**src/pkg/status_stack_pkg.sv**
```systemverilog
/*
  status_stack_pkg: addresses, field positions, reset values and
  operation codes for the core status word and stack pointer block.
  Assumes the core's memory path and instruction decoder drive the
  block on the same clock.
*/
`default_nettype none

package status_stack_pkg;

  // ==========================================================
  // memory map and field layout
  localparam logic [15:0] PSW_ADDR      = 16'h003F;
  localparam int          BANK_LSB      = 0;
  localparam int          BANK_W        = 4;
  localparam int          HALF_BIT      = 4;
  localparam int          CARRY_BIT     = 5;
  localparam int          ZERO_BIT      = 6;
  localparam int          JUMP_BIT      = 7;
  localparam logic [3:0]  BANK_RST      = 4'h0;
  localparam logic        JUMP_RST      = 1'b1;
  localparam logic [15:0] BANK_BASE     = 16'h0040;
  localparam int          BANK_REGS     = 8;
  localparam int          BANK_SHIFT    = 3;

  // ==========================================================
  // flag update class of the instruction in execution
  typedef enum logic [3:0] {
    OP_NONE      = 4'h0,
    OP_ADD8      = 4'h1,
    OP_SUB8      = 4'h2,
    OP_ADD16     = 4'h3,
    OP_SUB16     = 4'h4,
    OP_LOGIC     = 4'h5,
    OP_LOAD      = 4'h6,
    OP_BITMOD    = 4'h7,
    OP_MUL       = 4'h8,
    OP_DIV       = 4'h9,
    OP_SHIFT_C   = 4'hA,
    OP_CARRY_SET = 4'hB,
    OP_CARRY_CLR = 4'hC,
    OP_CARRY_CPL = 4'hD,
    OP_CARRY_LD  = 4'hE,
    OP_PSW_WR    = 4'hF
  } flag_op_t;

  // jump condition codes
  typedef enum logic [2:0] {
    CC_TRUE  = 3'h0,
    CC_FALSE = 3'h1,
    CC_ZERO  = 3'h2,
    CC_NZERO = 3'h3,
    CC_CARRY = 3'h4,
    CC_NCARY = 3'h5
  } jump_cc_t;

  // stack sequencer
  typedef enum logic [2:0] {
    ST_IDLE = 3'h0,
    ST_PUSH = 3'h1,
    ST_POP  = 3'h2
  } stack_state_t;

  typedef enum logic [1:0] {
    SEQ_CALL = 2'h0,
    SEQ_INT  = 2'h1,
    SEQ_RET  = 2'h2,
    SEQ_MASKABLE_INT_RETURN = 2'h3
  } stack_seq_t;

endpackage

`default_nettype wire
```
**src/logic/status_flags_and_stack.sv**
```systemverilog
/*
  status_flags_and_stack: status word (bank selector and four flags),
  jump condition evaluation and stack pointer with call, interrupt and
  return byte sequencing. Assumes the decoder gives one flag class
  pulse per executed instruction and that the stack memory port
  accepts one byte per clock.
*/
`timescale 1ns/1ps
`default_nettype none

// Functional notes
// RQ1: status word at 003F, bank low, flags high
// RQ2: memory writes change bank selector only (code also sets the jump flag)
// RQ3: instruction write to status sets jump flag
// RQ4: four-bit bank selector, reset clears it
// RQ5: reset sets jump flag, others untouched
// RQ6: zero flag on zero result or byte
// RQ7: bit set/clear/complement: zero means bit was 0
// RQ8: multiply high byte, divide remainder set zero
// RQ9: carry on add carry-out or subtract borrow
// RQ10: divide carry on zero divisor or overflow
// RQ11: through-carry shifts load shifted-out bit
// RQ12: carry is boolean accumulator, set/clear/complement
// RQ13: half carry from bit 3 into 4
// RQ14: arithmetic loads jump flag from outcome
// RQ15: true jump on flag 1, false on 0
// RQ16: load/exchange/jump class sets jump flag
// RQ17: zero, carry, jump testable; half carry not
// RQ18: interrupt pushes status, high, low; call two bytes
// RQ19: interrupt return pops low, high, status
// RQ20: store then decrement; increment then read
// RQ21: stack pointer has no reset value
// RQ22: sixteen banks of eight registers each
// RQ23: jump bit7, zero bit6, carry bit5, half bit4
module status_flags_and_stack (
  // clock and reset
  input  wire logic                            clk,
  input  wire logic                            rst_n,
  // memory-mapped special register access
  input  wire logic [15:0]                     mem_addr,
  input  wire logic                            mem_wr,
  input  wire logic [7:0]                      mem_wdata,
  output logic      [7:0]                      psw_rdata_ff,
  // flag update from the executing instruction
  input  wire logic                            op_valid,
  input  wire status_stack_pkg::flag_op_t      op_class,
  input  wire logic [15:0]                     op_a,
  input  wire logic [15:0]                     op_b,
  input  wire logic                            op_cin,
  input  wire logic                            op_bit_in,
  input  wire logic                            op_jump_sel_carry,
  input  wire logic [3:0]                      op_bank_wr,
  // condition test and bank base
  input  wire status_stack_pkg::jump_cc_t      jump_cc,
  output logic                                 jump_taken_ff,
  output logic      [7:0]                      bank_base_ff,
  // stack control
  input  wire logic                            sp_load,
  input  wire logic [15:0]                     sp_load_val,
  input  wire logic                            seq_start,
  input  wire status_stack_pkg::stack_seq_t    seq_kind,
  input  wire logic [15:0]                     ret_addr,
  input  wire logic [7:0]                      stack_rdata,
  // stack memory port and results
  output logic      [15:0]                     stack_addr_ff,
  output logic      [7:0]                      stack_wdata_ff,
  output logic                                 stack_wr_ff,
  output logic                                 stack_rd_ff,
  output logic      [15:0]                     stack_pointer_ff,
  output logic      [15:0]                     pc_restore_ff,
  output logic                                 seq_done_ff
);

  // ==========================================================
  // status word
  logic [3:0] bank_selector_ff;
  logic       zero_flag_ff;
  logic       carry_flag_ff;
  logic       half_carry_flag_ff;
  logic       jump_status_flag_ff;

  // RQ1 status word decode
  wire psw_hit = (mem_addr == status_stack_pkg::PSW_ADDR);
  // RQ23 flag placement
  wire [7:0] psw_word = {jump_status_flag_ff, zero_flag_ff, carry_flag_ff,
                         half_carry_flag_ff, bank_selector_ff};

  // ==========================================================
  // flag arithmetic
  wire [8:0]  add8 = {1'b0, op_a[7:0]} + {1'b0, op_b[7:0]} + {8'h00, op_cin};
  wire [8:0]  sub8 = {1'b0, op_a[7:0]} - {1'b0, op_b[7:0]} - {8'h00, op_cin};
  wire [4:0]  add4 = {1'b0, op_a[3:0]} + {1'b0, op_b[3:0]} + {4'h0, op_cin};
  wire [4:0]  sub4 = {1'b0, op_a[3:0]} - {1'b0, op_b[3:0]} - {4'h0, op_cin};
  wire [16:0] add16 = {1'b0, op_a} + {1'b0, op_b} + {16'h0000, op_cin};
  wire [16:0] sub16 = {1'b0, op_a} - {1'b0, op_b} - {16'h0000, op_cin};
  wire [15:0] prod = op_a[7:0] * op_b[7:0];
  wire        div_zero = (op_b[7:0] == 8'h00);
  wire [15:0] quot = div_zero ? 16'hFFFF : op_a / {8'h00, op_b[7:0]};
  wire [15:0] rem16 = div_zero ? op_a : op_a % {8'h00, op_b[7:0]};

  logic nxt_zero;
  logic nxt_carry;
  logic nxt_half;
  logic nxt_jump;
  logic arith_op;

  always_comb
  begin
    nxt_zero = zero_flag_ff;
    nxt_carry = carry_flag_ff;
    nxt_half = half_carry_flag_ff;
    nxt_jump = jump_status_flag_ff;
    arith_op = 1'b0;
    case (op_class)
      status_stack_pkg::OP_ADD8:
      begin
        // RQ6 RQ9 RQ13 eight-bit add
        nxt_zero = (add8[7:0] == 8'h00);
        nxt_carry = add8[8];
        nxt_half = add4[4];
        arith_op = 1'b1;
      end
      status_stack_pkg::OP_SUB8:
      begin
        // RQ9 RQ13 borrow out
        nxt_zero = (sub8[7:0] == 8'h00);
        nxt_carry = sub8[8];
        nxt_half = sub4[4];
        arith_op = 1'b1;
      end
      status_stack_pkg::OP_ADD16:
      begin
        // RQ6 sixteen-bit zero
        nxt_zero = (add16[15:0] == 16'h0000);
        nxt_carry = add16[16];
        arith_op = 1'b1;
      end
      status_stack_pkg::OP_SUB16:
      begin
        nxt_zero = (sub16[15:0] == 16'h0000);
        nxt_carry = sub16[16];
        arith_op = 1'b1;
      end
      status_stack_pkg::OP_LOGIC:
      begin
        nxt_zero = (op_a[7:0] == 8'h00);
        arith_op = 1'b1;
      end
      status_stack_pkg::OP_LOAD:
      begin
        // RQ16 transfer sets jump flag
        nxt_zero = (op_a[7:0] == 8'h00);
        nxt_jump = 1'b1;
      end
      status_stack_pkg::OP_BITMOD:
      begin
        // RQ7 old bit value
        nxt_zero = ~op_bit_in;
        nxt_jump = ~op_bit_in;
      end
      status_stack_pkg::OP_MUL:
      begin
        // RQ8 product high byte
        nxt_zero = (prod[15:8] == 8'h00);
        nxt_jump = nxt_zero;
      end
      status_stack_pkg::OP_DIV:
      begin
        // RQ8 RQ10 remainder and overflow
        nxt_zero = (rem16[7:0] == 8'h00);
        nxt_carry = div_zero | (quot[15:8] != 8'h00);
        arith_op = 1'b1;
      end
      status_stack_pkg::OP_SHIFT_C:
      begin
        // RQ11 shifted-out bit
        nxt_carry = op_bit_in;
        nxt_jump = op_bit_in;
      end
      // RQ12 boolean accumulator
      status_stack_pkg::OP_CARRY_SET: nxt_carry = 1'b1;
      status_stack_pkg::OP_CARRY_CLR: nxt_carry = 1'b0;
      status_stack_pkg::OP_CARRY_CPL: nxt_carry = ~carry_flag_ff;
      status_stack_pkg::OP_CARRY_LD:  nxt_carry = op_bit_in;
      // RQ3 instruction write of status
      status_stack_pkg::OP_PSW_WR:    nxt_jump = 1'b1;
      default:                        nxt_jump = jump_status_flag_ff;
    endcase
    // RQ14 jump flag takes outcome
    if (arith_op)
    begin
      nxt_jump = op_jump_sel_carry ? nxt_carry : nxt_zero;
    end
  end

  // stack sequencer state, also read by the status word restore
  status_stack_pkg::stack_state_t st_ff;
  status_stack_pkg::stack_seq_t   kind_ff;
  logic [1:0]                     cnt_ff;
  logic [1:0]                     pop_sel_ff;
  logic [15:0]                    sp_ff;

  // RQ19 status word is the last pop
  wire pop_psw = stack_rd_ff && (pop_sel_ff == 2'd0)
                 && (kind_ff == status_stack_pkg::SEQ_MASKABLE_INT_RETURN);
  // RQ2 memory write loads bank selector and sets jump flag
  wire mem_bank_wr = mem_wr & psw_hit;
  wire op_bank = op_valid & (op_class == status_stack_pkg::OP_PSW_WR);

  // RQ4 RQ5 reset values; other flags hold
  always_ff @(posedge clk or negedge rst_n)
  begin
    if (!rst_n)
    begin
      bank_selector_ff <= status_stack_pkg::BANK_RST;
      jump_status_flag_ff <= status_stack_pkg::JUMP_RST;
    end
    else if (pop_psw)
    begin
      bank_selector_ff <= stack_rdata[3:0];
      jump_status_flag_ff <= stack_rdata[status_stack_pkg::JUMP_BIT];
    end
    else
    begin
      if (op_bank)
        bank_selector_ff <= op_bank_wr;
      else if (mem_bank_wr)
        bank_selector_ff <= mem_wdata[3:0];
      if (op_valid)
        jump_status_flag_ff <= nxt_jump;
      else if (mem_bank_wr)
        jump_status_flag_ff <= 1'b1;
    end
  end

  always_ff @(posedge clk)
  begin
    if (pop_psw)
    begin
      zero_flag_ff <= stack_rdata[status_stack_pkg::ZERO_BIT];
      carry_flag_ff <= stack_rdata[status_stack_pkg::CARRY_BIT];
      half_carry_flag_ff <= stack_rdata[status_stack_pkg::HALF_BIT];
    end
    else if (op_valid)
    begin
      zero_flag_ff <= nxt_zero;
      carry_flag_ff <= nxt_carry;
      half_carry_flag_ff <= nxt_half;
    end
  end

  // ==========================================================
  // jump condition and bank base
  logic nxt_taken;
  always_comb
  begin
    // RQ15 RQ17 condition select, no half carry
    case (jump_cc)
      status_stack_pkg::CC_TRUE:  nxt_taken = jump_status_flag_ff;
      status_stack_pkg::CC_FALSE: nxt_taken = ~jump_status_flag_ff;
      status_stack_pkg::CC_ZERO:  nxt_taken = zero_flag_ff;
      status_stack_pkg::CC_NZERO: nxt_taken = ~zero_flag_ff;
      status_stack_pkg::CC_CARRY: nxt_taken = carry_flag_ff;
      status_stack_pkg::CC_NCARY: nxt_taken = ~carry_flag_ff;
      default:                    nxt_taken = 1'b0;
    endcase
  end

  // RQ22 bank base in data memory
  wire [7:0] nxt_bank_base = status_stack_pkg::BANK_BASE[7:0]
                             + {1'b0, bank_selector_ff, 3'b000};

  always_ff @(posedge clk or negedge rst_n)
  begin
    if (!rst_n)
    begin
      psw_rdata_ff <= 8'h00;
      jump_taken_ff <= 1'b0;
      bank_base_ff <= 8'h00;
    end
    else
    begin
      psw_rdata_ff <= psw_hit ? psw_word : 8'h00;
      jump_taken_ff <= nxt_taken;
      bank_base_ff <= nxt_bank_base;
    end
  end

  // ==========================================================
  // stack sequencer
  // RQ19 read data stands in the same cycle as its address
  wire [1:0] low_sel  = (kind_ff == status_stack_pkg::SEQ_MASKABLE_INT_RETURN) ? 2'd2 : 2'd1;
  wire       pop_low  = stack_rd_ff && (pop_sel_ff == low_sel);
  wire       pop_high = stack_rd_ff && (pop_sel_ff == (low_sel - 2'd1));

  wire        is_push = ~seq_kind[1];
  wire [1:0]  seq_len = seq_kind[0] ? 2'd2 : 2'd1;
  // RQ18 push order status, high, low
  wire [7:0]  push_byte = (cnt_ff == 2'd2) ? psw_word :
                          (cnt_ff == 2'd1) ? ret_addr[15:8] : ret_addr[7:0];
  wire [15:0] sp_inc = sp_ff + 16'h0001;

  always_ff @(posedge clk or negedge rst_n)
  begin
    if (!rst_n)
    begin
      st_ff <= status_stack_pkg::ST_IDLE;
      kind_ff <= status_stack_pkg::SEQ_CALL;
      cnt_ff <= 2'd0;
      pop_sel_ff <= 2'd0;
      stack_wr_ff <= 1'b0;
      stack_rd_ff <= 1'b0;
      seq_done_ff <= 1'b0;
      stack_addr_ff <= 16'h0000;
      stack_wdata_ff <= 8'h00;
      pc_restore_ff <= 16'h0000;
    end
    else
    begin
      stack_wr_ff <= 1'b0;
      stack_rd_ff <= 1'b0;
      seq_done_ff <= 1'b0;
      case (st_ff)
        status_stack_pkg::ST_IDLE:
          if (seq_start)
          begin
            kind_ff <= seq_kind;
            cnt_ff <= seq_len;
            st_ff <= is_push ? status_stack_pkg::ST_PUSH : status_stack_pkg::ST_POP;
          end
        status_stack_pkg::ST_PUSH:
        begin
          // RQ20 store at pointer, then decrement
          stack_addr_ff <= sp_ff;
          stack_wdata_ff <= push_byte;
          stack_wr_ff <= 1'b1;
          cnt_ff <= cnt_ff - 2'd1;
          if (cnt_ff == 2'd0)
          begin
            st_ff <= status_stack_pkg::ST_IDLE;
            seq_done_ff <= 1'b1;
          end
        end
        status_stack_pkg::ST_POP:
        begin
          // RQ19 RQ20 increment, read low, high, status
          stack_addr_ff <= sp_inc;
          stack_rd_ff <= 1'b1;
          pop_sel_ff <= cnt_ff;
          cnt_ff <= cnt_ff - 2'd1;
          if (cnt_ff == 2'd0)
            st_ff <= status_stack_pkg::ST_IDLE;
        end
        default: st_ff <= status_stack_pkg::ST_IDLE;
      endcase
      // popped byte taken in the cycle its read strobe is high
      if (pop_low)
        pc_restore_ff[7:0] <= stack_rdata;
      if (pop_high)
        pc_restore_ff[15:8] <= stack_rdata;
      if (stack_rd_ff && (pop_sel_ff == 2'd0))
        seq_done_ff <= 1'b1;
    end
  end

  // RQ21 pointer has no reset value
  always_ff @(posedge clk)
  begin
    if (sp_load)
      sp_ff <= sp_load_val;
    else if (st_ff == status_stack_pkg::ST_PUSH)
      sp_ff <= sp_ff - 16'h0001;
    else if (st_ff == status_stack_pkg::ST_POP)
      sp_ff <= sp_inc;
  end

  always_ff @(posedge clk)
  begin
    stack_pointer_ff <= sp_ff;
  end
endmodule // status_flags_and_stack

`default_nettype wire

```
**config.mk**
```make
export PLATFORM = sky130hd
export DESIGN_NAME = status_flags_and_stack
export DESIGN_NICKNAME = d
export VERILOG_FILES = /design/src/pkg/status_stack_pkg.sv /design/src/logic/status_flags_and_stack.sv
export SDC_FILE = /design/constraint.sdc
export NUM_CORES = 1
export LEC_CHECK = 0
export BUFFER_PORTS_ARGS = -buffer_cell sky130_fd_sc_hd__buf_2
export CORE_MARGIN = 2
export CORE_UTILIZATION = 40
export DETAILED_ROUTE_END_ITERATION = 16
export PLACE_DENSITY_LB_ADDON = 0.05
export RECOVER_POWER = 25
export SYNTH_ARGS = -nofsm -noshare
export SYNTH_HDL_FRONTEND = slang
export SYNTH_SLANG_ARGS = --single-unit
```
**constraint.sdc**
```tcl
create_clock -name clk -period 2.3 [get_ports clk]
set_clock_uncertainty 0.1 [all_clocks]
set_input_delay 0 -clock clk [delete_from_list [all_inputs] [get_ports clk]]
set_output_delay 0 -clock clk [all_outputs]
set_load 0.01 [all_outputs]
```
======== Word level (Yosys, flattened, before mapping) ========
Index checks and enable logic that the tools add are counted.
storage, ports and cells
  register bits after elaboration ......... 109
  latch bits .............................. 0
  RAM bits ................................ 0
  memory bits (read-only) ................. 0
  bits of input ports ..................... 118
  output and inout bits ................... 76
  logic and storage cells ................. 155
  memories ................................ 0
operators by class
  add/sub/neg operators ................... 17
  multipliers ............................. 1
  divide/modulo/power cells ............... 2
  magnitude comparators ................... 0
  equality and inequality tests ........... 31
  shift-type cells ........................ 0
  multiplexer cells ....................... 42
  bitwise operators ....................... 7
  reductions and logical operators ........ 34
operators by type and width
  cell                     number
  $mux W16                 4
  $logic_not A8 Y1         6
  $eq A4 B4 Y1 const B     8
  $logic_not A16 Y1        2
  $mux W8                  4
  $pmux W16 S2             1
  $add A16 B16 Y17         1
  $add A17 B1 Y17          1
  $mux W1                  17
  $sub A16 B16 Y17         1
  $sub A17 B1 Y17          1
  $add A16 B1 Y16 const B  1
  $div A16 B8 Y16          1
  $eq A16 B6 Y1 const B    1
  $eq A4 B3 Y1 const B     4
  $mod A16 B8 Y16          1
  $mul A8 B8 Y16           1
  $sub A16 B1 Y16 const B  1
  $mux W4                  3
  $reduce_bool A3 Y1       4
  $reduce_and A2 Y1        5
  $add A8 B8 Y9            1
  $add A9 B1 Y9            1
  $eq A3 B2 Y1 const B     3
  37 further kinds         61

======== Depth between registers and ports, before layout ========
  word-level depth ........................ 9
  mapped depth ............................ 156
  gate-level depth less buffers ........... 150

======== Least setup slack after synthesis ========
No wires, ideal clock.
  path kind ............................... in2reg
  from .................................... input port op_b[7]
  to ...................................... register zero_flag_ff, data pin
  setup time .............................. 0.256 ns
  arrival time ............................ 29.876 ns
  data required time ...................... 1.944 ns
  slack ................................... -27.933 ns
  cell stages on the path ................. 144
  path buffers ............................ 7
  cells stage by stage .................... buf_2 > nor4_2 > nand2_1 > nor2_1 > a21oi_1 > a21oi_1 > ha_1 > or4b_2 > o311ai_1 > a221oi_2 > ha_1 > o211ai_1 > a211o_1 > o21a_1 > ha_1 > a21oi_1 > a211o_1 > nand2_1 > [... 108 more ...] > o2111a_1 > nand4bb_1 > clkbuf_1 > nor2_1 > a21oi_1 > fa_1 > nand2_1 > nand2_1 > a21oi_1 > o21bai_1 > a21oi_1 > o31ai_1 > a21oi_1 > nor2b_1 > a2111o_1 > nor3_1 > o21ai_1 > a22o_1
on the way
  word-level cells in the longest chain between the ends .. 6
  elaborated cells between the ends (all ways) .. 21
  classes of those cells .................. 8 x add/sub; 1 x mul; 1 x div; 4 x mux; 7 x reduce/logical
ends and longest elaborated chain
  element                                   line                           source
  from (decl)                               status_flags_and_stack.sv:48   input wire logic [15:0] op_b,
  $mod A16 B8 Y16 (tied with other cells)   status_flags_and_stack.sv:99   wire [15:0] rem16 = div_zero ? op_a : op_a % {8'h00, op_b[7:0]};
  $mux W8 (tied with other cells)           status_flags_and_stack.sv:99
  $logic_not A8 Y1 (tied with other cells)  status_flags_and_stack.sv:170  nxt_zero = (rem16[7:0] == 8'h00);
  $pmux W1 S8 (*)                           status_flags_and_stack.sv:114  case (op_class)
  $mux W1 (*)                               status_flags_and_stack.sv:244  else if (op_valid)
  $mux W1 (*)                               status_flags_and_stack.sv:238  if (pop_psw)
  to (signal assigned)                      status_flags_and_stack.sv:240  zero_flag_ff <= stack_rdata[status_stack_pkg::ZERO_BIT];
  to (signal assigned)                      status_flags_and_stack.sv:246  zero_flag_ff <= nxt_zero;
  to (decl)                                 status_flags_and_stack.sv:77   logic zero_flag_ff;
Mark *: on every way between the ends. The rest lies on a longest branch, timed or not. The select of a mux whose other input is x is not followed.
A chain may end at the register's enable or synchronous reset.

======== Worst setup path after layout ========
  from .................................... input port op_b[4]
  to ...................................... register zero_flag_ff, data pin
The elaborated chain is that of the path after synthesis.

==> qor.yml <==
die:
  rows: 69
  core-area_um2: 35300
  fp.dieArea_um2: 37200
  ioPinCount: 194
  die_y_um: 193
  die_x_um: 193
  start_util: 0.404
placed_design:
  port_buffers: 186
  dp_hpwl_um: 38600
  finalWeightedCongestion: 0.886
  dpl-instance-area_um2: 19700
sta:
  slew_violations: 71
  tightest_slew_ns: 1.73
  min_period_over_period: 11.5
  slew_headroom: -0.155
  hold_viol: 0
  period_minus_slack_ns: 26.51
  rsz0062_at_grt: "true"
  setup_tns_ns: -56.55
  setup_viol: 4
  fmax_mhz: 37.7
  setup_ws_ns: -24.21
critical_path:
  r2r_setup_slack_ns: -0.03
  reg2reg_to: "sp_ff[14]"
  end_kind: "flop"
  max_stage_delay_ns: 0.53
  required_ns: 2.43
  r2r_cells: 9
  crit_family: "compound AO/OA/AOI/OAI gates"
  rr_startpoint: "sp_ff[1]"
  worstPathArrival_ns: 26.63
  critical_path_class: "in2reg"
  critPathBufInv: 20
  slowest_stage: "or4b_4"
  crit_path_start_kind: "primary input"
  cpMostUsedCell: "o21a_1"
  cp_max_fo: 7
synthesis:
  seq_area_frac_synth: 0.185
  yosys_register_bits: 105
  synth_area_per_cell_um2: 8.09
  ys_types: 104
  syn_area_um2: 14300
  ys.flop_type: "dfrtp_1"
  yosysWarningCount: 0
  synth_edf_count: 19
  synthCells: 1762
  async_flop_share: 0.667
detailed_routing:
  drc: 0
  drt-vias-per-instance: 5.17
  postRouteWirelength_um: 49500
  wl_per_cell_um: 16.4
  final_antenna_net_count: 0
  drt_pass1_iterations: 5
  dr_total_vias: 15565
  drt-initial-drc-count: 657
clock_network:
  cts_made_buffers: 9
  htree_levels: 3
  ctsLongestPathBuffers: 2
  worstSkewPairLatency_ns: 0.35
  cts_tree: "done"
  clock-sinks: 105
  clk_pin_slew_ns: 0.07
  root_buffer: "clkbuf_16"
final_layout:
  fillers: 3123
  drive_above_1_share: 0.416
  finalInstanceArea_um2: 22000
  finalNetCount: 2892
  n_antenna_cell: 0
  multi_input_area_um2: 11900
  area_growth_pct: 54.3
  seq_area_um2: 2640
  final_core_util: 0.623
run_status:
  violations: "capacitance limit, slew limit, setup timing"
  run_status: "finished, violations left"
flow_run:
  maxCapViolations: 1
global_route:
  grt_start_max_net_pins: 71
  grtUsageTotal: 0.263
  grt_pass1_vias: 15458
  grt_pass1_wl_um: 78100
  antenna_found_initial: 0
  grt_overflow: 0
worst_hold_path:
  holdPathStages: 5
  min_from: "op_bank_wr[0]"
  holdPathEnd: "bank_selector_ff[0]"
  hold_class: "in2reg"
worst reg2reg max path: cells and delay by family, from the launching register on:
kind	cells	cell delay [ns]
compound gates	2	0.17
fa+ha+maj	1	0.23
flops	1	0.43
xor+xnor	1	0.19
simple gates	5	0.95
metrics by stage:
stage / worst slack [ns] / cells / hold WS (ns)
floorplan: -25.04 / 1764 / -0.396
global placement: -24.54 / 2837 / -0.0489
detailed placement: -25.18 / 2837 / -0.0460
CTS: -24.07 / 2980 / 0.00143
global route: -25.76 / 3011 / 0.0568
finish: -24.21 / 3011 / 0.0191
synthesized netlist by cell type (15+ instances only):
library cell / count / area (µm²)
nand2_1: 143 / 537
edfxtp_1: 19 / 571
o21a_1: 45 / 338
nor2_1: 182 / 683
dfxtp_1: 16 / 320
o21ai_0: 94 / 470
inv_1: 154 / 578
xnor2_1: 48 / 420
nor4_1: 15 / 93.8
a21oi_1: 126 / 631
fa_1: 40 / 801
o211ai_1: 19 / 143
and2_1: 18 / 113
nand3_1: 30 / 150
clkbuf_1: 44 / 165
or3_1: 19 / 119
xor2_1: 45 / 394
mux2i_1: 31 / 310
and3_1: 16 / 100
ha_1: 189 / 2360
mux2_2: 54 / 608
nor3_1: 66 / 330
nand2b_1: 22 / 138
dfrtp_1: 69 / 1730
nor2b_1: 19 / 119
a21o_1: 26 / 195
area by class of cell:
class                   count  share of cell area
clock buffers              10              0.0109
clock inverters             6             0.00290
inverters                 160              0.0276
well taps                 461              0.0262
repair buffers            827               0.272
multi-input cells        1442               0.540
flip-flops and latches    105               0.120
kinds of logic (layout without fill, tap and decap cells):
logic type,after synthesis,in the layout,synth area share
and+or+nand+nor,590,590,0.202
AOI/OAI and AO/OA,439,439,0.206
adders and majority gates,230,230,0.223
buffers and inverters,217,1003,0.0600
DFF,105,105,0.185
xor gates and xnor gates,93,93,0.0571
muxes,87,87,0.0664
other,1,3,0.000263
cells in the final DEF, fill, tap and decap left out, types with 21 or more instances in the layout:
| master | synthesis | layout |
|---|---|---|
| nand3_1 | 30 | 29 |
| ha_4 | 0 | 21 |
| nor3_1 | 66 | 60 |
| ha_1 | 189 | 164 |
| nand2_1 | 143 | 138 |
| nor2_1 | 182 | 162 |
| buf_4 | 4 | 569 |
| xnor2_1 | 48 | 47 |
| mux2i_1 | 31 | 28 |
| o21a_1 | 45 | 45 |
| fa_1 | 40 | 37 |
| dlygate4sd3_1 | 0 | 58 |
| inv_1 | 154 | 149 |
| o21ai_0 | 94 | 80 |
| dfrtp_1 | 69 | 69 |
| xor2_1 | 45 | 44 |
| a21oi_1 | 126 | 91 |
| buf_2 | 2 | 184 |
| mux2_2 | 54 | 46 |
| a21oi_2 | 0 | 25 |
| a21o_1 | 26 | 25 |
worst max-delay path by stage:
stage,slack (ns),to,depth (start not counted),start
detailed placement,-25.18,zero_flag_ff,143,op_b[7]
floorplan,-25.04,zero_flag_ff,146,op_b[7]
CTS,-24.07,zero_flag_ff,145,op_b[4]
finish,-24.21,zero_flag_ff,149,op_b[4]
global placement,-24.54,zero_flag_ff,146,op_b[7]
global route,-25.76,zero_flag_ff,147,op_b[4]
metal layers:
metal  part of all wire  global-route usage
met1               0.45               0.337
met5                  0                   0
met2               0.49               0.470
met4              0.025              0.0716
met3              0.038              0.0213
flip-flops by register name, indices dropped and copies added, names as in the netlist, 4 cells and up:
signal	flops
pc_restore_ff	16
sp_ff	16
stack_addr_ff	16
stack_pointer_ff	16
psw_rdata_ff	8
stack_wdata_ff	8
bank_base_ff	5
bank_selector_ff	4
repair_timing:
action | CTS | global route
setup endpoints to repair | 12 | 19
pin swaps | 85 | 78
buffers inserted | 69 | 33
hold buffers | 58 | 0
endpoints found under the hold margin | 129 | 0
cloned | 0 | 0
gates resized for setup | 60 | 87
Power is left out: the tool's default activity adds up to more than one toggle a clock period on the data nets, which glitch-free logic cannot reach.
